===== src/hdl/pic_init_pkg.sv =====
// Constants for the odd-port programming logic of the interrupt controller.
// Assumes an 8-bit I/O port bus with one-cycle read and write strobes.
//
// What this block does
// - After the first init word, the next three odd-port writes are words two to four.
// - Word two bits 7..3 are stored as vector base address bits 7..3.
// - Word three bit 2 enables cascaded operation.
// - Word four bit 4 selects normal or special fully nested priority.
// - Word four bit 1 selects explicit or automatic end of interrupt.
// - Word four bit 0 selects older 8-bit or x86 processor mode.
// - Outside initialization the odd port reads and writes the line mask.
// - Mask bit n governs request line n; zero enables the line.

`default_nettype none

package pic_init_pkg;

   // ==========================================================================
   // Port addresses.
   localparam logic [15:0] EVEN_PORT_ADDR = 16'h0020;
   localparam logic [15:0] ODD_PORT_ADDR  = 16'h0021;

   // ==========================================================================
   // Field positions.
   localparam int FIRST_WORD_MARK_BIT = 4;  // Marks a first init word on the even port.
   localparam int VEC_BASE_HI         = 7;
   localparam int VEC_BASE_LO         = 3;
   localparam int VEC_LEVEL_HI        = 2;
   localparam int CASCADE_EN_BIT      = 2;
   localparam int SPECIAL_NEST_BIT    = 4;
   localparam int BUF_MODE_HI         = 3;
   localparam int BUF_MODE_LO         = 2;
   localparam int AUTO_EOI_BIT        = 1;
   localparam int CPU_MODE_BIT        = 0;

   // ==========================================================================
   // Reserved-bit masks used to flag words that break the programming model.
   localparam logic [7:0] W2_RESERVED_MASK = 8'h07;
   localparam logic [7:0] W3_RESERVED_MASK = 8'hF9;
   localparam logic [7:0] W4_RESERVED_MASK = 8'hEC;

   // ==========================================================================
   // Reset values.
   localparam logic [7:0] MASK_RESET    = 8'h00;
   localparam logic [4:0] VEC_RESET     = 5'h00;
   localparam logic [7:0] RDATA_IDLE    = 8'h00;

   // ==========================================================================
   // Initialization sequencer states.
   typedef enum logic [1:0] {
      SEQ_IDLE    = 2'b00,
      SEQ_WAIT_W2 = 2'b01,
      SEQ_WAIT_W3 = 2'b10,
      SEQ_WAIT_W4 = 2'b11
   } seq_state_t;

endpackage : pic_init_pkg

`default_nettype wire


===== src/hdl/pic_init_and_mask_port.sv =====
// Odd-port programming logic: init words two to four and the line mask.
// Assumes a synchronous I/O port bus: io_wr and io_rd are one-cycle strobes
// qualified by io_addr, and write data is valid with the strobe.
// The request level bits of word two are checked for zero but not stored.

`default_nettype none

module pic_init_and_mask_port #(
   parameter int LINES = 8
) (
   input  wire logic             clock,
   input  wire logic             reset_n,
   input  wire logic [15:0]      io_addr,
   input  wire logic             io_wr,
   input  wire logic             io_rd,
   input  wire logic [7:0]       io_wdata,
   output logic      [7:0]       io_rdata,
   output logic                  io_rdata_valid,
   input  wire logic [LINES-1:0] irq_req,
   input  wire logic [LINES-1:0] irq_ack,
   output logic      [LINES-1:0] irq_pending,
   output logic      [LINES-1:0] irq_presented,
   output logic      [4:0]       vector_base,
   output logic                  cascade_en,
   output logic                  special_nested,
   output logic                  auto_eoi,
   output logic                  x86_mode,
   output logic                  init_busy,
   output logic                  init_word_error
);

   // ==========================================================================
   // Elaboration check: the mask word is one byte wide.
   if (LINES != 8) begin : g_bad_lines
      $error("LINES must be 8: the mask word holds one bit per line.");
   end

   // ==========================================================================
   // Field helpers; in_mask is also a constant function for the checks below.
   function automatic logic in_mask(input logic [7:0] mask, input int pos);
      in_mask = mask[pos];
   endfunction : in_mask

   // Any reserved bit set in a word marks it as breaking the programming model.
   function automatic logic reserved_set(input logic [7:0] word, input logic [7:0] mask);
      reserved_set = ((word & mask) != '0);
   endfunction : reserved_set

   // ==========================================================================
   // Elaboration checks on the field layout.
   // The vector field must be exactly as wide as the vector_base port.
   if ($bits(vector_base) !=
       pic_init_pkg::VEC_BASE_HI - pic_init_pkg::VEC_BASE_LO + 1) begin : g_bad_vec_field
      $error("The vector base field must be as wide as the vector_base port.");
   end

   // Every single-bit field must fall inside the data byte.
   if (pic_init_pkg::FIRST_WORD_MARK_BIT >= $bits(io_wdata) ||
       pic_init_pkg::CASCADE_EN_BIT >= $bits(io_wdata) ||
       pic_init_pkg::SPECIAL_NEST_BIT >= $bits(io_wdata) ||
       pic_init_pkg::AUTO_EOI_BIT >= $bits(io_wdata) ||
       pic_init_pkg::CPU_MODE_BIT >= $bits(io_wdata)) begin : g_bad_bit_pos
      $error("A mode field position lies outside the data byte.");
   end

   // A reserved mask over a field in use would flag legal settings of that field.
   if ((pic_init_pkg::W2_RESERVED_MASK >> pic_init_pkg::VEC_BASE_LO) != '0) begin : g_bad_w2
      $error("The word two reserved mask overlaps the vector field.");
   end
   if (in_mask(pic_init_pkg::W3_RESERVED_MASK, pic_init_pkg::CASCADE_EN_BIT)) begin : g_bad_w3
      $error("The word three reserved mask covers the cascade enable bit.");
   end
   if (in_mask(pic_init_pkg::W4_RESERVED_MASK, pic_init_pkg::SPECIAL_NEST_BIT) ||
       in_mask(pic_init_pkg::W4_RESERVED_MASK, pic_init_pkg::AUTO_EOI_BIT) ||
       in_mask(pic_init_pkg::W4_RESERVED_MASK, pic_init_pkg::CPU_MODE_BIT)) begin : g_bad_w4
      $error("The word four reserved mask covers a mode bit.");
   end

   // ==========================================================================
   // Address decode, used for both reads and writes.
   function automatic logic port_hit(input logic [15:0] addr, input logic [15:0] port);
      port_hit = (addr == port);
   endfunction : port_hit

   // ==========================================================================
   // All state of the port.
   typedef struct packed {
      pic_init_pkg::seq_state_t seq;
      logic [4:0]               vec;
      logic                     cascade;
      logic                     nested;
      logic                     aeoi;
      logic                     cpu;
      logic [7:0]               mask;
      logic [7:0]               rdata;
      logic                     rvalid;
      logic                     werr;
      logic                     busy;  // Words two to four still awaited.
   } port_state_t;

   port_state_t state_reg;
   port_state_t state_next;

   logic first_word_wr;
   logic odd_wr;
   logic odd_rd;

   // Strobe decode: a first init word is an even-port write with bit 4 set.
   always_comb begin
      first_word_wr = io_wr && port_hit(io_addr, pic_init_pkg::EVEN_PORT_ADDR)
                      && io_wdata[pic_init_pkg::FIRST_WORD_MARK_BIT];
      odd_wr = io_wr && port_hit(io_addr, pic_init_pkg::ODD_PORT_ADDR);
      odd_rd = io_rd && port_hit(io_addr, pic_init_pkg::ODD_PORT_ADDR);
   end

   // ==========================================================================
   // Next-state logic: init sequencer, mode fields, mask and read data.
   always_comb begin
      state_next = state_reg;
      state_next.rvalid = 1'b0;

      // A first init word restarts the sequence and clears the mask.
      if (first_word_wr) begin
         state_next.seq  = pic_init_pkg::SEQ_WAIT_W2;
         state_next.mask = pic_init_pkg::MASK_RESET;
         state_next.werr = 1'b0;
      end else if (odd_wr) begin
         case (state_reg.seq)
            pic_init_pkg::SEQ_WAIT_W2: begin
               // Vector base address bits; the low level field is not stored.
               state_next.vec = io_wdata[pic_init_pkg::VEC_BASE_HI:pic_init_pkg::VEC_BASE_LO];
               if (reserved_set(io_wdata, pic_init_pkg::W2_RESERVED_MASK)) begin
                  state_next.werr = 1'h1;
               end
               state_next.seq = pic_init_pkg::SEQ_WAIT_W3;
            end
            pic_init_pkg::SEQ_WAIT_W3: begin
               state_next.cascade = io_wdata[pic_init_pkg::CASCADE_EN_BIT];
               if (reserved_set(io_wdata, pic_init_pkg::W3_RESERVED_MASK)) begin
                  state_next.werr = 1'h1;
               end
               state_next.seq = pic_init_pkg::SEQ_WAIT_W4;
            end
            pic_init_pkg::SEQ_WAIT_W4: begin
               state_next.nested = io_wdata[pic_init_pkg::SPECIAL_NEST_BIT];
               state_next.aeoi   = io_wdata[pic_init_pkg::AUTO_EOI_BIT];
               state_next.cpu    = io_wdata[pic_init_pkg::CPU_MODE_BIT];
               // Reserved and buffered-mode bits must be zero; flag otherwise.
               if (reserved_set(io_wdata, pic_init_pkg::W4_RESERVED_MASK)) begin
                  state_next.werr = 1'h1;
               end
               state_next.seq = pic_init_pkg::SEQ_IDLE;
            end
            pic_init_pkg::SEQ_IDLE: begin
               state_next.mask = io_wdata;
            end
            default: begin
               state_next.seq = pic_init_pkg::SEQ_IDLE;
            end
         endcase
      end

      // Reads of the odd port return the mask; init words are write-only.
      if (odd_rd) begin
         state_next.rdata  = state_reg.mask;
         state_next.rvalid = 1'b1;
      end else begin
         state_next.rdata  = pic_init_pkg::RDATA_IDLE;
      end

      // Busy follows the next sequencer state so that init_busy comes from a
      // flip-flop and still rises in the cycle after the first init word.
      state_next.busy = (state_next.seq != pic_init_pkg::SEQ_IDLE);
   end

   // ==========================================================================
   // State register.
   always_ff @(posedge clock or negedge reset_n) begin
      if (!reset_n) begin
         state_reg.seq     <= pic_init_pkg::SEQ_IDLE;
         state_reg.vec     <= pic_init_pkg::VEC_RESET;
         state_reg.cascade <= 1'b0;
         state_reg.nested  <= 1'b0;
         state_reg.aeoi    <= 1'b0;
         state_reg.cpu     <= 1'b0;
         state_reg.mask    <= pic_init_pkg::MASK_RESET;
         state_reg.rdata   <= pic_init_pkg::RDATA_IDLE;
         state_reg.rvalid  <= 1'b0;
         state_reg.werr    <= 1'b0;
         state_reg.busy    <= 1'h0;
      end else begin
         state_reg <= state_next;
      end
   end

   // ==========================================================================
   // Request latch and mask gate; both outputs are flip-flops inside.
   line_mask_gate #(
      .LINES (LINES)
   ) u_gate (
      .clock         (clock),
      .reset_n       (reset_n),
      .req_in        (irq_req),
      .req_ack       (irq_ack),
      .mask          (state_reg.mask),
      .req_latched   (irq_pending),
      .req_presented (irq_presented)
   );

   // Outputs straight from the state register.
   assign io_rdata        = state_reg.rdata;
   assign io_rdata_valid  = state_reg.rvalid;
   assign vector_base     = state_reg.vec;
   assign cascade_en      = state_reg.cascade;
   assign special_nested  = state_reg.nested;
   assign auto_eoi        = state_reg.aeoi;
   assign x86_mode        = state_reg.cpu;
   assign init_busy       = state_reg.busy;
   assign init_word_error = state_reg.werr;

endmodule : pic_init_and_mask_port

`default_nettype wire


===== src/hdl/line_mask_gate.sv =====
// Request latch and mask gate for the interrupt lines.
// Assumes requests and acknowledges are synchronous to clock.

`default_nettype none

module line_mask_gate #(
   parameter int LINES = 8
) (
   input  wire logic             clock,
   input  wire logic             reset_n,
   input  wire logic [LINES-1:0] req_in,
   input  wire logic [LINES-1:0] req_ack,
   input  wire logic [LINES-1:0] mask,
   output logic      [LINES-1:0] req_latched,
   output logic      [LINES-1:0] req_presented
);

   // ==========================================================================
   // State of the gate.
   typedef struct packed {
      logic [LINES-1:0] latched;
      logic [LINES-1:0] presented;
   } gate_state_t;

   gate_state_t gate_reg;
   gate_state_t gate_next;

   // Requests stick until acknowledged; a new request beats a clear.
   always_comb begin
      gate_next = gate_reg;
      gate_next.latched = (gate_reg.latched & ~req_ack) | req_in;
      gate_next.presented = gate_next.latched & ~mask;
   end

   // State register.
   always_ff @(posedge clock or negedge reset_n) begin
      if (!reset_n) begin
         gate_reg <= '0;
      end else begin
         gate_reg <= gate_next;
      end
   end

   assign req_latched   = gate_reg.latched;
   assign req_presented = gate_reg.presented;

endmodule : line_mask_gate

`default_nettype wire


===== config.mk =====
export PLATFORM = sky130hd
export DESIGN_NAME = pic_init_and_mask_port
export DESIGN_NICKNAME = d
export VERILOG_FILES = /design/src/hdl/pic_init_pkg.sv /design/src/hdl/pic_init_and_mask_port.sv /design/src/hdl/line_mask_gate.sv
export SDC_FILE = /design/constraint.sdc
export NUM_CORES = 1
export LEC_CHECK = 0
export BUFFER_PORTS_ARGS = -buffer_cell sky130_fd_sc_hd__buf_2
export CORE_UTILIZATION = 46
export CTS_CLUSTER_DIAMETER = 200
export DETAILED_ROUTE_END_ITERATION = 8
export HOLD_SLACK_MARGIN = 0.02
export PLACE_DENSITY = 0.77
export SLEW_MARGIN = 5
export SYNTH_ARGS = -nofsm -noshare
export SYNTH_HDL_FRONTEND = slang
export SYNTH_SLANG_ARGS = --single-unit

===== constraint.sdc =====
create_clock -name clock -period 4 [get_ports clock]
set_input_delay 0.2 -clock clock [delete_from_list [all_inputs] [get_ports clock]]
set_output_delay 0.2 -clock clock [all_outputs]
set_load 0.01 [all_outputs]

==> flow_summary_export.csv <==
group,metric,value,unit
placement,dp_cells,287,
synth,synth_seq_cells,46,
routing,drt_first_pass_iters,4,
placement,gp_congestion,0.8386,
pwr,total_power,0.0009666,W
layout,nets,292,
timing,finalSetupTns,0,ps
synth,ys_seq_area_share,58.38,%
synth,synth_compound_area_share,10.53,%
layout,drive_gt1_share,40.00,%
synth,synth_adder_area_share,2.538,%
timing,maxSlewHeadroom,35.60,%
synth,post_synth_mux_area_share,4.569,%
floorplanning,ios,80,
global_routing,grt_pass1_wl,5754,um
global_routing,grt_max_degree,47,
worst_setup_path,worstReg2RegStart,"state_reg[29]",
cts,cts.sinks,46,
timing,setup_viol_count_final,0,
worst_setup_path,cp-end-kind,"flip-flop",
routing,via_per_inst,4.742,
timing,skew,4.619,ps
floorplanning,start_util,48.60,%
timing,max_freq,0.6374,GHz
worst_setup_path,crit_arrival,1760,ps
cts,cts_buffers,5,
timing,timing.final.hold_violations,0,
floorplanning,dieArea,4553,um^2
routing,top_layer,"met4",
timing,fin_crit_sh,39.22,%
synth,synthDistinctLibCells,30,
worst_setup_path,crit_fanout,13,
flow_run,maxCapViolations,0,
synth,synth-simple-area-share,14.40,%
layout,antenna_cells,0,
global_routing,grt_pass1_vias,1269,
routing,drc,0,
routing,wirelength,3563,um
placement,port_buffers,79,
layout,syn2layout_area_growth,24.68,%
timing,maxSlewViolCount,0,
routing,wl_per_cell,12.08,um
timing,hold_slack,50.88,ps
worst_setup_path,timing.rr.end,"vector_base[2]",
timing,max_slew.worst_pin.slew,966.1,ps
worst_setup_path,r2r_slack,2540,ps
placement,dp_hpwl,2707,um
cts,cts_setup_buffers,0,
timing,fin_crit,1569,ps
global_routing,grt_use_total,17.39,%
cts,cts_resized,0,
floorplanning,die_h,67.48,um
cts,cts_max_level,2,
routing,route.antenna.remaining_nets,0,
cts,clk_pin_slew_worst_paths,80,ps
timing,rsz0062_at_grt,"no",
cts,clockBufferDepth,2,
cts,cts_hold_buffers,0,
pwr,cellLeakagePower,1.324,nW
layout,fillCellCount,342,
layout,largest_reg_flops,10,
placement,placed_area,2316,um^2
floorplanning,die_w,67.48,um
routing,wl_met3,198,um
cts,clock_latency,290,ps
worst_setup_path,start_kind,"primary input",
synth,synth_top_family_by_area,"simple AND/OR/NAND/NOR gates",
hold_path,hp-class,"primary input to async pin",
outcome,status,"finished clean",
floorplanning,core_area,4058,um^2
worst_setup_path,critPathLaunch,"io_addr[12]",
pwr,power_density,393.2,nW/um^2
cts,cts_root_buffer,"clkbuf_8",
routing,wl_met2,1786,um
global_routing,antenna_found_initial,0,
worst_setup_path,required,4190,ps
global_routing,grt_overflow,0,
worst_setup_path,critical_path_class,"primary input to flip-flop",
layout,fin_area,2459,um^2
worst_setup_path,rr_worst_depth,5,
routing,wl_met1,1523,um
routing,dr.first_iter.drc_count,62,
synth,synth_xor_area_share,0,%
synth,netlist_instances,175,
layout,seq_area,1151,um^2
worst_setup_path,crit_end,"state_reg[28]",
floorplanning,std_cell_rows,23,
layout,fin_cells,295,
synth,synth_warnings,0,
pwr,ir_worst_vdd,0.2102,mV
synth,synth.avg_cell_area,11.27,um^2
routing,dr_total_vias,1399,
synth,syn_area,1972,um^2
cts,cts_tree,"built",
layout,multi_input_area,631.9,um^2
synth,syn_nets,223,
-- how the worst min path moves through the flow --
stage | depth (start not counted) | to | from
floorplan | 0 | auto_eoi | reset_n
global placement | 2 | u_gate.req_latched[0] | irq_req[0]
detailed placement | 2 | u_gate.req_latched[5] | irq_req[5]
CTS | 2 | u_gate.req_latched[5] | irq_req[5]
global route | 2 | u_gate.req_latched[6] | irq_req[6]
finish | 1 | u_gate.req_latched[5] | reset_n
-- through the flow --
| step | worst slack [ps] | utilization, % |
|---|---|---|
| 2_1_floorplan | 2625 | - |
| 3_3_place_gp | 2224 | 57.08 |
| 3_5_place_dp | 2161 | 57.08 |
| 4_1_cts | 2471 | 60.59 |
| 5_1_grt | 2330 | 60.59 |
| 6_report | 2431 | 60.59 |
-- routing by layer --
layer  vias up  GRT usage, %
li1        705             -
met1       646         21.18
met2        42         27.97
met3         6         5.405
met4         0         7.979
met5         -             0
-- cells in the final DEF, fill, tap and decap left out, types with 2 or more instances in the layout --
| cell | n |
|---|---|
| mux2_2 | 8 |
| and2_1 | 8 |
| nor2b_1 | 9 |
| ha_1 | 4 |
| nor4b_1 | 2 |
| nand2_1 | 5 |
| inv_1 | 20 |
| o21ai_0 | 15 |
| bufinv_16 | 2 |
| clkbuf_8 | 6 |
| nor4_1 | 5 |
| buf_2 | 79 |
| dfrtp_1 | 46 |
| nand4_1 | 4 |
| a21o_1 | 8 |
| o21ai_1 | 8 |
| nor2_1 | 3 |
-- logic make-up (layout without fill, tap and decap cells) --
kind of cell	after synthesis	count (layout)
AOI/OAI and AO/OA	35	35
adders and majority gates	4	4
and+or+nand+nor	45	45
buffers and inverters	37	107
muxes	8	8
DFF	46	46
-- cells in the mapped netlist --
cell | instances | share of area (%)
a21o_1 | 8 | 3.0
and2_0 | 1 | 0.32
and2_1 | 8 | 2.5
buf_2 | 1 | 0.25
buf_4 | 13 | 4.9
clkbuf_1 | 3 | 0.57
dfrtp_1 | 46 | 58
ha_1 | 4 | 2.5
inv_1 | 20 | 3.8
mux2_2 | 8 | 4.6
nand2_1 | 5 | 0.95
nand2b_1 | 1 | 0.32
nand4_1 | 4 | 1.3
nor2_1 | 3 | 0.57
nor2_2 | 1 | 0.32
nor2b_1 | 9 | 2.9
nor3_1 | 1 | 0.25
nor3b_1 | 1 | 0.38
nor4_1 | 5 | 1.6
nor4b_1 | 2 | 0.89
nor4b_4 | 1 | 1.2
o2111ai_1 | 1 | 0.44
o21a_1 | 1 | 0.38
o21ai_0 | 15 | 3.8
o21ai_1 | 8 | 2.0
o22a_1 | 1 | 0.44
o31ai_1 | 1 | 0.38
or2_0 | 1 | 0.32
or2_1 | 1 | 0.32
or2_2 | 1 | 0.32
-- area by class of cell --
cell class              instances  area share [%]
clock inverters                 2           2.443
inverters                      20           3.053
flip-flops and latches         46           46.82
clock buffers                   6           3.359
multi-input cells              92           25.70
well taps                      50           2.545
repair buffers                 79           16.08
-- critical path, stage by stage --
cell     delay, ps
buf_2          100
nor4_1         390
nand4_1        470
or2_1          410
o21a_1         190
-- power breakdown --
part           total (W)  internal [W]  switching [W]
logic          0.0000721     0.0000328      0.0000393
registers       0.000479      0.000475     0.00000331
clock network   0.000416      0.000266       0.000150
total           0.000967      0.000774       0.000192
(Power assumes the default switching activity.)
